===== config.mk =====
export PLATFORM = sky130hd
export DESIGN_NAME = gpm_port
export DESIGN_NICKNAME = d
export VERILOG_FILES = /design/src/gpm_port.v /design/src/gpm_sync.v /design/src/gpm_irq_pin.v
export VERILOG_INCLUDE_DIRS = /design/src
export SDC_FILE = /design/constraint.sdc
export NUM_CORES = 1
export LEC_CHECK = 0
export BUFFER_PORTS_ARGS = -buffer_cell sky130_fd_sc_hd__buf_2
export CAP_MARGIN = 20
export CELL_PAD_IN_SITES_DETAIL_PLACEMENT = 0
export CELL_PAD_IN_SITES_GLOBAL_PLACEMENT = 1
export CORE_UTILIZATION = 43
export CTS_CLUSTER_SIZE = 10
export DETAILED_ROUTE_END_ITERATION = 8
export PLACE_DENSITY = 0.78
export SYNTH_ARGS = -nofsm -noshare
export SYNTH_HDL_FRONTEND = slang
export SYNTH_SLANG_ARGS = --single-unit

===== constraint.sdc =====
create_clock -name clk -period 2.2 [get_ports clk]
set_input_delay 0.11 -clock clk [delete_from_list [all_inputs] [get_ports clk]]
set_output_delay 0.11 -clock clk [all_outputs]
set_load 0.01 [all_outputs]

===== src/gpm_map.vh =====
// Register map, field constants and reset values for the masked-access GPIO port
// What this block does
// (RL1) Direction 0 captures pin level into port value; 1 drives pin from it.
// (RL2) Port value register answers at 256 distinct bus addresses.
// (RL3) Address bits 9..2 form an eight-bit per-pin access mask.
// (RL4) Writes update only port value bits whose address mask bit is 1.
// (RL5) Reads return zero for bits whose address mask bit is 0.
// (RL6) All unmasked pending pin interrupts combine into one interrupt output.
// (RL7) Edge interrupts stay latched until software clears them.
// (RL8) Level sources hold their active level until the interrupt is recognised.
// (RL9) Sense bit picks edge or level; dual-edge bit picks one or both edges.
// (RL10) Event bit picks low/falling when 0, high/rising when 1.
// (RL11) Interrupt mask bit 0 blocks a pin, 1 passes it.
// (RL12) Raw status shows every triggered pin regardless of mask.
// (RL13) Masked status shows only pending pins that the mask lets through.
// (RL14) Writing 1 to a clear bit clears that pending interrupt; 0 does nothing.
// (RL15) Software masks pins before changing sense, dual-edge or event settings.
// (RL16) Alternate-function bit set gives the pin to its peripheral.
// (RL17) Alternate-function bit clear gives the pin to the port value register.
// (RL18) Reset makes pins inputs, alternate function off except JTAG pins on; here alternate function resets to AF_RESET, default 8'h00 (all off).
// (RL19) Power-on or external reset restores default pin configuration.
// (RL20) Software enables the port peripheral clock before use.
// (RL21) Port holds pull, drive, slew, open-drain and digital enable pad settings.
// (RL22) Port value reads give written value for outputs, pin level for inputs.
// (RL23) Writes affect only unmasked bits that are configured as outputs.
// (RL24) Pins synchronised before detection; interrupt is OR of masked status.
// (RL25) Level-mode raw status follows the level; clearing cannot hide it.
`ifndef GPM_MAP_VH
`define GPM_MAP_VH

// ==========================================================
// Register offsets (byte addresses, bits 11..0)
`define GPM_OFF_DATA_LO    12'h000
`define GPM_OFF_DATA_HI    12'h3FC
`define GPM_OFF_DIR        12'h400
`define GPM_OFF_SENSE      12'h404
`define GPM_OFF_DUAL       12'h408
`define GPM_OFF_EVENT      12'h40C
`define GPM_OFF_IMASK      12'h410
`define GPM_OFF_RAW        12'h414
`define GPM_OFF_MSTAT      12'h418
`define GPM_OFF_ICLR       12'h41C
`define GPM_OFF_AFSEL      12'h420
`define GPM_OFF_DRV_LOW    12'h500
`define GPM_OFF_DRV_MID    12'h504
`define GPM_OFF_DRV_HIGH   12'h508
`define GPM_OFF_ODRAIN     12'h50C
`define GPM_OFF_PULLUP     12'h510
`define GPM_OFF_PULLDN     12'h514
`define GPM_OFF_SLEW       12'h518
`define GPM_OFF_DEN        12'h51C

// ==========================================================
// Address field positions
`define GPM_ADDR_W         12
`define GPM_MASK_HI        9
`define GPM_MASK_LO        2
`define GPM_DATA_SEL_HI    11
`define GPM_DATA_SEL_LO    10
`define GPM_DATA_SEL_VAL   2'h0

// ==========================================================
// Reset values
`define GPM_RST_ZERO       8'h00
`define GPM_RST_DRV_LOW    8'hFF
`define GPM_RST_PULLUP     8'hFF
`define GPM_RST_DEN        8'hFF
`define GPM_RST_AFSEL      8'h00
`define GPM_RD_ZERO        32'h00000000

`endif


===== src/gpm_port.v =====
// Eight-pin GPIO port with address-masked data access, interrupts and pad settings
`timescale 1ns/1ps
module gpm_port #(
	parameter WIDTH     = 8,
	parameter AF_RESET  = 8'h00
) (
	// Clock and reset
	input  wire             clk,
	input  wire             rst_n,
	// Register bus
	input  wire [11:0]      addr,
	input  wire [31:0]      wdata,
	input  wire             wr,
	input  wire             rd,
	output reg  [31:0]      rdata,
	// Pads
	input  wire [WIDTH-1:0] pin_in,
	output reg  [WIDTH-1:0] pin_out,
	output reg  [WIDTH-1:0] pin_oe,
	// Alternate function peripherals
	input  wire [WIDTH-1:0] alt_out,
	input  wire [WIDTH-1:0] alt_oe,
	output wire [WIDTH-1:0] alt_in,
	// Pad configuration
	output reg  [WIDTH-1:0] drive_low_select,
	output reg  [WIDTH-1:0] drive_mid_select,
	output reg  [WIDTH-1:0] drive_high_select,
	output reg  [WIDTH-1:0] open_drain_enable,
	output reg  [WIDTH-1:0] pull_up_enable,
	output reg  [WIDTH-1:0] pull_down_enable,
	output reg  [WIDTH-1:0] slew_limit_enable,
	output reg  [WIDTH-1:0] digital_input_enable,
	// Interrupt
	output reg              irq
);
`include "gpm_map.vh"

	reg  [WIDTH-1:0] pin_direction;
	reg  [WIDTH-1:0] port_value;
	reg  [WIDTH-1:0] alt_function_select;
	reg  [WIDTH-1:0] irq_sense_select;
	reg  [WIDTH-1:0] irq_dual_edge;
	reg  [WIDTH-1:0] irq_event_polarity;
	reg  [WIDTH-1:0] irq_enable_mask;
	wire [WIDTH-1:0] irq_raw_status;
	wire [WIDTH-1:0] irq_masked_status;
	wire [WIDTH-1:0] pin_sync;
	wire [WIDTH-1:0] addr_mask;
	wire [WIDTH-1:0] clear_bits;
	wire             data_hit;
	reg  [31:0]      next_rdata;

	// ==========================================================
	// Address decode
	assign data_hit  = (addr[`GPM_DATA_SEL_HI:`GPM_DATA_SEL_LO] == `GPM_DATA_SEL_VAL); // RL2
	assign addr_mask = addr[`GPM_MASK_HI:`GPM_MASK_LO]; // RL3
	assign clear_bits = (wr && addr == `GPM_OFF_ICLR) ? wdata[WIDTH-1:0] : {WIDTH{1'b0}}; // RL14

	// ==========================================================
	// Input synchroniser
	gpm_sync #(
		.WIDTH (WIDTH)
	) u_sync (
		.clk   (clk),
		.rst_n (rst_n),
		.din   (pin_in),
		.dout  (pin_sync)
	);

	// ==========================================================
	// Per-pin interrupt detectors
	genvar g;
	generate
		for (g = 0; g < WIDTH; g = g + 1) begin : g_pin
			gpm_irq_pin u_det (
				.clk      (clk),
				.rst_n    (rst_n),
				.level    (pin_sync[g]),
				.sense    (irq_sense_select[g]),
				.dual     (irq_dual_edge[g]),
				.polarity (irq_event_polarity[g]),
				.clear    (clear_bits[g]),
				.raw      (irq_raw_status[g]) // RL12
			);
		end
	endgenerate

	assign irq_masked_status = irq_raw_status & irq_enable_mask; // RL11 RL13

	// ==========================================================
	// Configuration registers
	always @(posedge clk or negedge rst_n) begin
		if (!rst_n) begin
			pin_direction        <= `GPM_RST_ZERO; // RL18 RL19
			alt_function_select  <= AF_RESET; // RL18 RL19
			irq_sense_select     <= `GPM_RST_ZERO;
			irq_dual_edge        <= `GPM_RST_ZERO;
			irq_event_polarity   <= `GPM_RST_ZERO;
			irq_enable_mask      <= `GPM_RST_ZERO;
			drive_low_select     <= `GPM_RST_DRV_LOW;
			drive_mid_select     <= `GPM_RST_ZERO;
			drive_high_select    <= `GPM_RST_ZERO;
			open_drain_enable    <= `GPM_RST_ZERO;
			pull_up_enable       <= `GPM_RST_PULLUP;
			pull_down_enable     <= `GPM_RST_ZERO;
			slew_limit_enable    <= `GPM_RST_ZERO;
			digital_input_enable <= `GPM_RST_DEN;
		end else if (wr) begin
			case (addr)
				`GPM_OFF_DIR:      pin_direction        <= wdata[WIDTH-1:0];
				`GPM_OFF_SENSE:    irq_sense_select     <= wdata[WIDTH-1:0];
				`GPM_OFF_DUAL:     irq_dual_edge        <= wdata[WIDTH-1:0];
				`GPM_OFF_EVENT:    irq_event_polarity   <= wdata[WIDTH-1:0];
				`GPM_OFF_IMASK:    irq_enable_mask      <= wdata[WIDTH-1:0];
				`GPM_OFF_AFSEL:    alt_function_select  <= wdata[WIDTH-1:0];
				`GPM_OFF_DRV_LOW:  drive_low_select     <= wdata[WIDTH-1:0]; // RL21
				`GPM_OFF_DRV_MID:  drive_mid_select     <= wdata[WIDTH-1:0]; // RL21
				`GPM_OFF_DRV_HIGH: drive_high_select    <= wdata[WIDTH-1:0]; // RL21
				`GPM_OFF_ODRAIN:   open_drain_enable    <= wdata[WIDTH-1:0]; // RL21
				`GPM_OFF_PULLUP:   pull_up_enable       <= wdata[WIDTH-1:0]; // RL21
				`GPM_OFF_PULLDN:   pull_down_enable     <= wdata[WIDTH-1:0]; // RL21
				`GPM_OFF_SLEW:     slew_limit_enable    <= wdata[WIDTH-1:0]; // RL21
				`GPM_OFF_DEN:      digital_input_enable <= wdata[WIDTH-1:0]; // RL21
				default: ;
			endcase
		end
	end

	// ==========================================================
	// Port value: inputs capture pins, outputs take masked writes
	integer i;
	always @(posedge clk or negedge rst_n) begin
		if (!rst_n) begin
			port_value <= `GPM_RST_ZERO;
		end else begin
			for (i = 0; i < WIDTH; i = i + 1) begin
				if (!pin_direction[i])
					port_value[i] <= pin_sync[i]; // RL1 RL22
				else if (wr && data_hit && addr_mask[i])
					port_value[i] <= wdata[i]; // RL4 RL23
			end
		end
	end

	// ==========================================================
	// Pad drive: software or alternate function
	integer k;
	always @(posedge clk or negedge rst_n) begin
		if (!rst_n) begin
			pin_out <= `GPM_RST_ZERO;
			pin_oe  <= `GPM_RST_ZERO;
			irq     <= 1'b0;
		end else begin
			for (k = 0; k < WIDTH; k = k + 1) begin
				if (alt_function_select[k]) begin
					pin_out[k] <= alt_out[k]; // RL16
					pin_oe[k]  <= alt_oe[k];
				end else begin
					pin_out[k] <= port_value[k]; // RL1 RL17
					pin_oe[k]  <= pin_direction[k];
				end
			end
			irq <= |irq_masked_status; // RL6 RL24
		end
	end

	assign alt_in = pin_sync;

	// ==========================================================
	// Read path
	always @* begin
		next_rdata = `GPM_RD_ZERO;
		if (data_hit) begin
			next_rdata[WIDTH-1:0] = port_value & addr_mask; // RL5 RL22
		end else begin
			case (addr)
				`GPM_OFF_DIR:      next_rdata[WIDTH-1:0] = pin_direction;
				`GPM_OFF_SENSE:    next_rdata[WIDTH-1:0] = irq_sense_select;
				`GPM_OFF_DUAL:     next_rdata[WIDTH-1:0] = irq_dual_edge;
				`GPM_OFF_EVENT:    next_rdata[WIDTH-1:0] = irq_event_polarity;
				`GPM_OFF_IMASK:    next_rdata[WIDTH-1:0] = irq_enable_mask;
				`GPM_OFF_RAW:      next_rdata[WIDTH-1:0] = irq_raw_status; // RL12
				`GPM_OFF_MSTAT:    next_rdata[WIDTH-1:0] = irq_masked_status; // RL13
				`GPM_OFF_AFSEL:    next_rdata[WIDTH-1:0] = alt_function_select;
				`GPM_OFF_DRV_LOW:  next_rdata[WIDTH-1:0] = drive_low_select;
				`GPM_OFF_DRV_MID:  next_rdata[WIDTH-1:0] = drive_mid_select;
				`GPM_OFF_DRV_HIGH: next_rdata[WIDTH-1:0] = drive_high_select;
				`GPM_OFF_ODRAIN:   next_rdata[WIDTH-1:0] = open_drain_enable;
				`GPM_OFF_PULLUP:   next_rdata[WIDTH-1:0] = pull_up_enable;
				`GPM_OFF_PULLDN:   next_rdata[WIDTH-1:0] = pull_down_enable;
				`GPM_OFF_SLEW:     next_rdata[WIDTH-1:0] = slew_limit_enable;
				`GPM_OFF_DEN:      next_rdata[WIDTH-1:0] = digital_input_enable;
				default:           next_rdata = `GPM_RD_ZERO;
			endcase
		end
	end

	always @(posedge clk or negedge rst_n) begin
		if (!rst_n)
			rdata <= `GPM_RD_ZERO;
		else if (rd)
			rdata <= next_rdata;
		else
			rdata <= `GPM_RD_ZERO;
	end
endmodule


===== src/gpm_sync.v =====
// Two-stage synchroniser for one port's pin inputs
`timescale 1ns/1ps
module gpm_sync #(
	parameter WIDTH = 8
) (
	// Clock and reset
	input  wire             clk,
	input  wire             rst_n,
	// Data
	input  wire [WIDTH-1:0] din,
	output reg  [WIDTH-1:0] dout
);
	reg [WIDTH-1:0] stage1;

	// ==========================================================
	// Synchroniser
	always @(posedge clk or negedge rst_n) begin
		if (!rst_n) begin
			stage1 <= {WIDTH{1'b0}};
			dout   <= {WIDTH{1'b0}};
		end else begin
			stage1 <= din; // RL24
			dout   <= stage1;
		end
	end
endmodule


===== src/gpm_irq_pin.v =====
// Interrupt detector for a single pin
`timescale 1ns/1ps
module gpm_irq_pin (
	// Clock and reset
	input  wire clk,
	input  wire rst_n,
	// Pin and configuration
	input  wire level,
	input  wire sense,
	input  wire dual,
	input  wire polarity,
	input  wire clear,
	// Status
	output reg  raw
);
	reg  prev;
	wire rise;
	wire fall;
	wire edge_hit;
	wire level_hit;

	assign rise      = level & ~prev;
	assign fall      = ~level & prev;
	assign edge_hit  = dual ? (rise | fall) : (polarity ? rise : fall); // RL9 RL10
	assign level_hit = (level == polarity); // RL10

	// ==========================================================
	// Detector
	always @(posedge clk or negedge rst_n) begin
		if (!rst_n) begin
			prev <= 1'b0;
			raw  <= 1'b0;
		end else begin
			prev <= level;
			if (sense)
				raw <= level_hit; // RL25
			else if (edge_hit)
				raw <= 1'b1; // RL7
			else if (clear)
				raw <= 1'b0; // RL14
		end
	end
endmodule


## Yosys cells after proc, flatten, opt, wreduce, memory -nomap -nowiden

Index checks and enable logic that the tools add are counted.

| word-level totals | value |
|---|---|
| register bits after elaboration | 201 |
| bits of input ports | 72 |
| output and inout port bits | 121 |

| cells by class | value |
|---|---|
| eq/ne operators | 33 |
| multiplexer cells | 76 |
| bitwise gates (word level) | 42 |
| reductions and logical operators | 34 |

Operators by type and width:

| cell | number |
|---|---|
| 12-bit by 11-bit equality test with 1-bit output, second input constant | 17 |
| 8-bit case mux with 16 select lines | 1 |
| 1-bit 2-to-1 mux | 72 |
| 2-bit AND reduction | 14 |
| 8-bit 2-to-1 mux | 3 |
| 3-bit nonzero test | 8 |
| 1-bit AND | 16 |
| 8-bit AND | 2 |
| 2-bit by 1-bit != test with 1-bit output, second input constant | 8 |
| 1-bit NOT | 16 |
| 1-bit logical AND | 10 |
| 1-bit equality test | 8 |
| 1-bit OR | 8 |
| 8-bit OR reduction | 1 |
| 2-bit logical NOT | 1 |

## Logic depth before layout (Yosys ltp)

Gate-level depths: netlist (run 1).

| depth | value |
|---|---|
| word-level depth | 6 |
| mapped depth | 8 |
| mapped depth without buffers | 7 |

## By module

Synthesis (run 1) repeated with hierarchy kept, for this count alone.

| unflattened totals | value |
|---|---|
| cell total of the unflattened synthesis | 706 |
| area total of the unflattened synthesis | 8783.4 um2 |

By module, submodules not included:

| module | instances | cells an instance | area each (um2) |
|---|---|---|---|
| gpm_port | 1 | 578 | 7332.0 |
| gpm_irq_pin | 8 | 14 | 131.4 |
| gpm_sync | 1 | 16 | 400.4 |

## Worst setup path after synthesis (run 1)

OpenSTA, ideal clock, no wires.

| timing path | value |
|---|---|
| kind | input to register |
| start | in addr[2] |
| end | reg rdata[6] |
| setup time | 0.133 ns |
| arrival time | 1.556 ns |
| path slack | 0.511 ns |
| cell stages on the path | 6 |
| buffers on the path | 3 |
| path through | buf_2 > buf_4 > buf_2 > mux4_2 > a211oi_1 > a31oi_1 |

| on the way | value |
|---|---|
| word-level cells in the longest chain between the ends | 4 |

RTL lines:

| element | line | RTL |
|---|---|---|
| from (decl) | gpm_port.v:11 | `input wire [11:0] addr,` |
| 12-bit by 11-bit equality test with 1-bit output | gpm_port.v:176 | `case (addr)` |
| 8-bit case mux with 16 select lines * | gpm_port.v:176 |  |
| 8-bit 2-to-1 mux * | gpm_port.v:173 | `if (data_hit) begin` |
| 8-bit 2-to-1 mux * | gpm_port.v:201 | `else if (rd)` |
| to (signal assigned) | gpm_port.v:200 | `` rdata <= `GPM_RD_ZERO; `` |
| to (signal assigned) | gpm_port.v:202 | `rdata <= next_rdata;` |
| to (signal assigned) | gpm_port.v:204 | `` rdata <= `GPM_RD_ZERO; `` |
| to (decl) | gpm_port.v:15 | `output reg [31:0] rdata,` |

Every way passes the cells marked *; elsewhere a longest branch is shown, timed or not.
A chain may end at the register's enable or synchronous reset.

## Worst setup path after layout (run 1)

| timing path | value |
|---|---|
| start | reg pull_down_enable[1] |
| end | reg rdata[1] |

| on the way | value |
|---|---|
| word-level cells in the longest chain between the ends | 3 |

RTL lines:

| element | line | RTL |
|---|---|---|
| from (decl) | gpm_port.v:30 | `output reg [WIDTH-1:0] pull_down_enable,` |
| from (signal assigned) | gpm_port.v:105 | `` pull_down_enable <= `GPM_RST_ZERO; `` |
| from (signal assigned) | gpm_port.v:121 | `` `GPM_OFF_PULLDN: pull_down_enable <= wdata[WIDTH-1:0]; `` |
| 8-bit case mux with 16 select lines | gpm_port.v:176 |  |
| 8-bit 2-to-1 mux | gpm_port.v:173 |  |
| 8-bit 2-to-1 mux | gpm_port.v:201 |  |

Every way passes these cells.

==> metrics list, run 1 <==
- Layout area overhead: 23.0%
- Entering global routing, the biggest net connects 56 pins.
* VDD IR max: around 560 uV
* Register-to-Register Setup Slack: 0.36 ns
- Summed over all nets, the half-perimeter wirelength after detailed placement is 16900 um.
* Post-Route Setup TNS: 0 ns
- Clock latency on the worst-skew pair, taken at its later pin, is 0.44 ns.
- CTS placed an instance of clkbuf_16 at the clock tree root.
- The die is 143 um wide.
* Initial antenna violation count: 0
- Reg2Reg Launch Point: pull_down_enable[1]
- For this design the top-level I/O count stands at 193.
- Height of the die: 143 um
- The worst register-to-register path ends at rdata[1].
- Net switching share of the total power: 0.246
- Antenna diode count: 0
- Clock net sink count: between 150 and 200
- STA classifies the critical path endpoint as a register.
- The share of total power dissipated in sequential elements is 0.492.
- Launching element type of the critical path: register
- Area of the multi-input gates: 3690 um2
* Largest fanout on the critical path: 3
- The clock tree synthesis step divided the H-tree into 4 levels.
- Yosys warns: 0
- # setup viols final: 0
- Once detail routing completed, the nets flagged for antenna violations numbered 0.
- The synthesized design contains 177 register bits.
- For the final database, setup skew stands at 0.00816 ns.
* Arrival time of the worst setup path: 2.14 ns
- For this run, the post-layout net count is 966.
- The clock passes through at most 2 buffers.
- Data required, critical path: 2.50 ns
- TritonCTS clock tree: yes
- Design Area, Final: around 10000 um2
- The final-report hold violation count was 0.
* Slew Viols, Final: 0
- In this run the worst hold path is classified as in -> reg.
- Of the total power, combinational logic draws 0.074.
* Clock buffer count from CTS: 17
* Post-synth top flop: dfrtp_1
- Summing all placed instances gives a cell area of 9660 um2.
* Via count normalized by instance count: 5.42
- Setup repair after global routing missed its margin: false
* Non-filler cells, final: about 1200
* Asr flop ratio synth: 1.00
- Post-synthesis instance area: 8510 um2
- The worst register-to-register path has a depth of 4.
- Initial DRC count: 356
* GRT Overall Usage: 0.248
* Wire length of the first global-routing pass: approximately 37000 um
* DRC: 0
- Leakage Power: 5.27 nW
- Across all layers, the routed design uses between 6000 and 7000 vias.
* Number of search-and-repair iterations in the first detailed-routing pass: 9
- The floorplan step defined a die boundary enclosing approximately 20000 um2.
- Post-placement cell count: 1099
- Status: completed
* Power spent charging and discharging nets: 1.68 mW
- Hold Crit Depth: 3
* Post-synth EDFFs: 0
* Highest clock rate: 544 MHz
- Tightest Pin Transition: 0.538 ns
- The number of global-route vias before repair is 6331.
* Worst-path clk slew: 0.07 ns
- Placer Congestion: roughly 0.88
* Endpoint with the worst hold slack: rdata[2]
* Total detailed-routing wirelength: between 20000 and 25000 um
- Relative contribution of the clock network to total power: 0.434
* Number of inserted filler cells in the final layout: roughly 1700
- Period Utilization, post-route: 0.836
- Number of distinct library cells after synthesis: 50
* Clock period minus final worst setup slack: about 1.8 ns
* Max Cap Viol: 0
- After technology mapping, the gate count stands at 683.
- Measured against its own limit, the worst slew margin works out to 0.641.
- Area of all sequential standard cells: about 4500 um2
- Starting density of the core: 0.437
- Total power after layout: between 6 and 7 mW
- The initialized floorplan defines 51 standard-cell rows.
- The floorplan step defined a core boundary enclosing 19500 um2.
- In this run the power density over the cells is 650 nW/um2.
* Routed len/inst: 20.5 um
- Summed over all layers, the global routing overflow is 0.
- Fraction of final layout cells sized beyond drive strength 1: 0.446
* Critical path class: reg -> reg
- Cell internal power was estimated by the tool at approximately 5.1 mW.
* Min-Delay Startpoint: rd
* Sequential area share after synthesis: 0.524
- Total of buffers placed on input and output ports: between 100 and 150
- After synthesis, the mean cell area works out to 12.5 um2.
per-stage QoR:
step / setup slack [ns] / util / hold slack (ns)
after floorplan: 0.511 / - / -0.186
after global placement: 0.260 / 0.496 / 0.102
after detailed placement: 0.185 / 0.496 / 0.108
after CTS: 0.338 / 0.538 / 0.00862
after global routing: 0.224 / 0.538 / 0.00873
final: 0.361 / 0.538 / 0.0242
Yosys cell counts, drive strengths merged, types with 12 or more instances:
| master | instances | area (um2) |
|---|---|---|
| dfstp | 24 | 631 |
| a211oi | 18 | 135 |
| nor2 | 19 | 71.3 |
| ha | 16 | 200 |
| mux2i | 15 | 150 |
| mux2 | 133 | 1500 |
| buf | 46 | 313 |
| a21oi | 35 | 175 |
| clkbuf | 17 | 63.8 |
| nor2b | 12 | 75.1 |
| nand2 | 45 | 174 |
| nand3 | 29 | 145 |
| inv | 20 | 75.1 |
| a22oi | 12 | 90.1 |
| dfrtp | 153 | 3830 |
layout make-up:
type,instances,share of cell area
flip-flops and latches,177,0.426
multi-input cells,446,0.352
repair buffers,216,0.129
clock buffers,21,0.0440
well taps,265,0.0317
clock inverters,11,0.00992
inverters,20,0.00717
cell usage in the layout (no fill, tap or decap), types with 4 or more instances in the layout:
cell	instances
a211oi_1	18
a21oi_1	35
a221oi_1	7
a22oi_1	12
a31oi_1	5
and3_1	6
buf_2	143
buf_4	45
clkbuf_16	17
conb_1	24
dfrtp_1	153
dfstp_2	24
dlygate4sd3_1	25
ha_1	16
inv_1	20
mux2_2	133
mux2i_1	15
mux4_2	11
nand2_1	43
nand3_1	29
nor2_1	19
nor2b_1	12
o21ai_0	7
o32ai_1	4
xor2_1	8
worst max-delay path, cell delays in order (launching register included):
cell	delay (ns)
dfrtp_1	0.41
mux4_2	0.47
a32o_1	0.28
a2111oi_0	0.40
a21oi_1	0.15
logic make-up after synthesis:
kind of cell,after synthesis,share of synthesized area
DFF,177,0.524
AOI/OAI and AO/OA,103,0.0816
and+or+nand+nor,136,0.0867
other,1,0.000440
muxes,159,0.223
adders and majority gates,16,0.0235
buffers and inverters,83,0.0531
xor gates and xnor gates,8,0.00823
worst max path at each step:
| stage | startpoint | to | slack (ns) | cells after the start |
|---|---|---|---|---|
| after floorplan | addr[2] | rdata[6] | 0.51 | 6 |
| after global placement | addr[2] | rdata[1] | 0.26 | 5 |
| after detailed placement | addr[5] | pull_up_enable[5] | 0.19 | 6 |
| after CTS | slew_limit_enable[1] | rdata[1] | 0.34 | 4 |
| after global routing | pull_down_enable[1] | rdata[1] | 0.22 | 4 |
| final | pull_down_enable[1] | rdata[1] | 0.36 | 4 |
power by group through the flow:
stage	Sequential, mW	Clock [mW]	Combinational [mW]
final	3.35	2.95	0.505
after global routing	3.36	3.12	0.565
after CTS	3.35	2.99	0.507
after detailed placement	3.41	0	0.470
after global placement	3.41	0	0.466
after floorplan	3.41	0	0.246
repair_timing:
action / in CTS / in global routing
hold buffers: 25 / 0
endpoints found under the hold margin: 62 / 0
buffers inserted: 0 / 0
gates resized for setup: 0 / 0
metal layers:
layer / part of all wire / vias up / track usage / wire length (um)
met5: 0 / - / 0 / 0
met4: 0.021 / 0 / 0.0838 / 488
met3: 0.076 / 38 / 0.0641 / 1820
met2: 0.45 / 267 / 0.377 / 10700
met1: 0.45 / 3142 / 0.344 / 10800
li1: - / 2823 / - / -
No activity file was read; power rests on OpenSTA's default activity.
==> run 2: changes to the inputs <==
- ABC_AREA: default -> 1
- CORE_UTILIZATION: 43 -> 41
- PLACE_DENSITY: 0.78 -> 0.79
- clock period: 2.2 -> 1.7 ns (I/O delays scaled with it)
==> run 2 against run 1 <==
Net effect:
- sequential power up 30%
- maximum frequency up 29%
- clock power up 26%
- first-iteration DRC count up 65%
- cell area up 3.8%
- power up 27%
- flip-flop and latch count unchanged
- synthesized cell count up 49%
- worst setup slack worse by 0.087 ns
- via count up 21%
- global-route usage down 0.16 points
- clock-buffer cell count unchanged
- critical endpoint is now g_pin[2].u_det.raw
==> metrics list, run 2 <==
* Status: completed
- The most critical setup path has its startpoint at u_sync.dout[2].
- The upper clock frequency limit is 701 MHz (+29%).
* Top-Level Pins: 193 (unchanged)
- The iteration count of the initial detailed-routing pass was 7 (-2).
* Routed len/inst: 17.2 um (-16%)
* Post-Route Setup TNS: 0 ns (unchanged)
- The number of buffers created by CTS is 17 (unchanged).
* Routed Antenna Nets: 0 (unchanged)
- The placeable core area was 21000 um2 (+7.7%).
* Relative max-transition margin: 0.632 (-0.00930)
- The portion of synthesized cell area occupied by the leading cell type came to 0.438 (-0.0117).
- The count of standard-cell rows was 53 (+3.9%).
- Placed wire-length estimate: 18700 um (+11%)
- The number of global-route vias before repair is 7085 (+12%).
- Path type of the worst min-delay path: in -> reg
* Series of cell instances along the critical path: inv_1, ha_1, mux2_2, o21ai_0, a31oi_1
- Slew Viols, Final: 0 (unchanged)
* Sequential area share after synthesis: 0.510 (-0.0136)
- The number of synthesized flops with an enable pin came to 0 (unchanged).
- The number of distinct standard cells referenced by the synthesized netlist is 26 (-48%).
- Worst slack on hold paths: 0.0569 ns (+0.0327 ns)
- # setup viols final: 0 (unchanged)
- Yosys warns: 0 (unchanged)
- Initial antenna violation count: 0 (unchanged)
* Synthesis-stage register bit count: 177 (unchanged)
* Clock period minus final worst setup slack: 1.43 ns (-0.413 ns)
- Clock latency at the later pin of the worst-skew pair: 0.43 ns (about the same)
* Clock Tree Buf Depth: 2 (unchanged)
- By area, the combinational part of the netlist is dominated by simple AND/OR/NAND/NOR gates.
* Min-Delay Startpoint: addr[8]
- Starting density of the core: 0.417 (-0.0203)
* Horizontal die dimension: 148 um (+3.7%)
* Commonest cells after routing, fill and taps aside: nand2_1 (241), dfrtp_1 (153), buf_2 (143)
* Total of buffers placed on input and output ports: 144 (unchanged)
- Ranked by total cell area, the synthesized netlist is headed by dfrtp_1 (44%), nand2_1 (10%), nand3_1 (7.4%).
* Placer Congestion: 0.861 (-2.5%)
* Most common library cell in the layout ignoring fill and taps: nand2_1
* Launching element type of the critical path: register
* Number of nets in the layout: 1300 (+35%)
* Global route total overflow: 0 (unchanged)
* PwrDens: 798 nW/um2 (+23%)
* Maximum cell stage delay along the critical path: 0.43 ns (-0.04 ns)
- The number of cell instances on the worst register-to-register path was 5 (+1).
- The compound-cell area share of the yosys netlist came to 0.128 (+0.0467).
- DRC: 0 (unchanged)
- Destination of the worst register-to-register timing path: g_pin[2].u_det.raw
- The flop-to-flop setup slack came to 0.27 ns (-0.09 ns).
* Post-Synth XOR/XNOR Area: 0 (-0.00823)
- TritonCTS built the clock tree.
- The fraction of layout cells with a size suffix above 1 was 0.247 (-0.198).
- VDD IR max: 636 uV (+13%)
- Most instantiated cells after synthesis: nand2_1 (241), dfrtp_1 (153), nand3_1 (130), o21ai_0 (97), nor2_1 (65)
* Endpoint class of the critical path: register
- The cell family contributing the most delay on the critical path is flip-flops.
- Initial DRC count: 588 (+65%)
* Post-synth top flop: dfrtp_1
* Post-cts gate resize count: 0 (unchanged)
* Period Utilization, post-route: 0.839 (+0.00299)
* Asr flop ratio synth: 1.00 (unchanged)
- Data required, critical path: 2.01 ns (-0.49 ns)
- Worst-path clk slew: 0.07 ns (about the same)
* Post-CTS Setup Repair Bufs: 0 (unchanged)
- The number of buffers inserted for hold repair after clock tree synthesis was 26 (+4.0%).
- The number of sinks driven by the clock tree is 177 (unchanged).
* Synth Instances: 1016 (+49%)
- nand2_1 is the most common cell in the netlist.
- Pin count of the biggest net entering global routing: 58 (+3.6%)
- Total vias in the final route: 7588 (+21%)
* Total detailed-routing wirelength: 25800 um (+8.8%)
- Mean cell area of the mapped netlist: 8.60 um2 (-31%)
* Mux share of post-synthesis cell area: 0.0129 (-0.210)
- The cell sitting at the root of the clock tree is a clkbuf_16.
- The post-synthesis instance area is 8740 um2 (+2.7%).
- Worst clock skew: 0.00774 ns (-0.000421 ns)
- The worst path buffer plus inverter count was 1 (+1).
- Setup repair after global routing left no endpoint under its margin.
- GRT Overall Usage: 0.246 (-0.00158)
* Wire length of the first global-routing pass: 40200 um (+8.6%)
* Largest fanout on the critical path: 6 (+3)
* Arrival time of the worst setup path: 1.73 ns (-0.41 ns)
- The vertical die dimension was 148 um (+3.7%).
- The final-report hold violation count was 0 (unchanged).
* Die area: 21900 um2 (+7.6%)
* Number of inserted filler cells in the final layout: 2007 (+19%)
* Tightest Pin Transition: 0.552 ns (+0.0133 ns)
- Simple-gate share of the synthesized area: 0.244 (+0.157)
- The path with the worst hold slack has its endpoint at port_value[6].
* Via count normalized by instance count: 5.06 (-6.7%)
- Leakage Power: 5.42 nW (+2.7%)
* Antenna diode count: 0 (unchanged)
- Relative to the synthesized area, the layout overhead comes to 24.4%.
- Reg2Reg Launch Point: u_sync.dout[2]
- The fraction of the mapped netlist area in adder cells came to 0.0229 (-0.000613).
* Slowest stage cell on the critical path: dfrtp_1
* Cell taking the most area after synthesis: dfrtp_1
- Max Cap Viol: 0 (unchanged)
* CTS HTree Levels: 4 (unchanged)
- Hold Crit Depth: 4 (+1)
- The setup path with the least slack is of type reg -> reg.
==> run 2: changes by cell type after synthesis, sizes merged, moves of 12 or more <==
cell | before | now
nand3 | 29 | 136
inv | 20 | 63
nand2 | 45 | 245
o21a | 0 | 40
mux2i | 15 | 0
nor2b | 12 | 0
mux2 | 133 | 10
nor2 | 19 | 88
buf | 46 | 58
o21ai | 7 | 104
a22oi | 12 | 0
a211oi | 18 | 4
==> run 2: area by class of cell <==
cell class | count | area [um2] | share of cell area
clock buffer | 21 | 470 | 0.0433
clock inverter | 11 | 81.3 | 0.00748
inverter | 64 | 240 | 0.0221
multi-input combinational | 721 | 3650 | 0.336
sequential | 177 | 4460 | 0.410
tap | 275 | 344 | 0.0317
timing repair buffer | 231 | 1620 | 0.149
==> run 2: metal layers <==
layer / track usage / share of wire
met1: 0.347 / 0.46
met2: 0.390 / 0.47
met3: 0.0435 / 0.057
met4: 0.0670 / 0.012
met5: 0 / 0
==> run 2: worst register-to-register path: cells and delay by family (launching register included) <==
| family | cells | cell delay, ns |
|---|---|---|
| adders and majority gates | 1 | 0.21 |
| buffers and inverters | 1 | 0.16 |
| DFF | 1 | 0.43 |
| muxes | 1 | 0.25 |
| AOI/OAI and AO/OA | 2 | 0.25 |
==> run 2: per-stage QoR <==
step | instance area (um2) | power (mW) | setup WS [ns] | util | cells
finish | 10900 | 8.68 | 0.274 | 0.519 | 1500
global placement | 10100 | 5.00 | 0.0539 | 0.480 | 1442
global route | 10900 | 9.00 | 0.168 | 0.519 | 1500
CTS | 10900 | 8.77 | 0.274 | 0.519 | 1500
floorplan | 8830 | 4.70 | 0.447 | - | 1039
detailed placement | 10100 | 5.00 | -0.000394 | 0.480 | 1442
==> run 2: worst max-delay path by stage <==
stage,cells after the start,to
global placement,8,pull_down_enable[0]
finish,5,g_pin[2].u_det.raw
floorplan,8,g_pin[0].u_det.raw
CTS,5,g_pin[1].u_det.raw
global route,5,g_pin[1].u_det.raw
detailed placement,8,pull_down_enable[5]
==> run 2: where the power goes <==
group	leakage [nW]	switching [mW]	internal (mW)
clock network	0.267	1.71	1.99
registers	2.25	0.0562	4.29
logic	2.90	0.396	0.223
total	5.42	2.17	6.51
==> run 2: cells by family (layout without fill, tap and decap cells) <==
logic type / Yosys count / count (layout)
adder cells (fa/ha/maj): 16 / 16
buffers and inverters: 141 / 327
multiplexers: 10 / 10
other: 1 / 24
AND/OR/NAND/NOR: 471 / 471
flip-flops: 177 / 177
AO/OA/AOI/OAI: 200 / 200
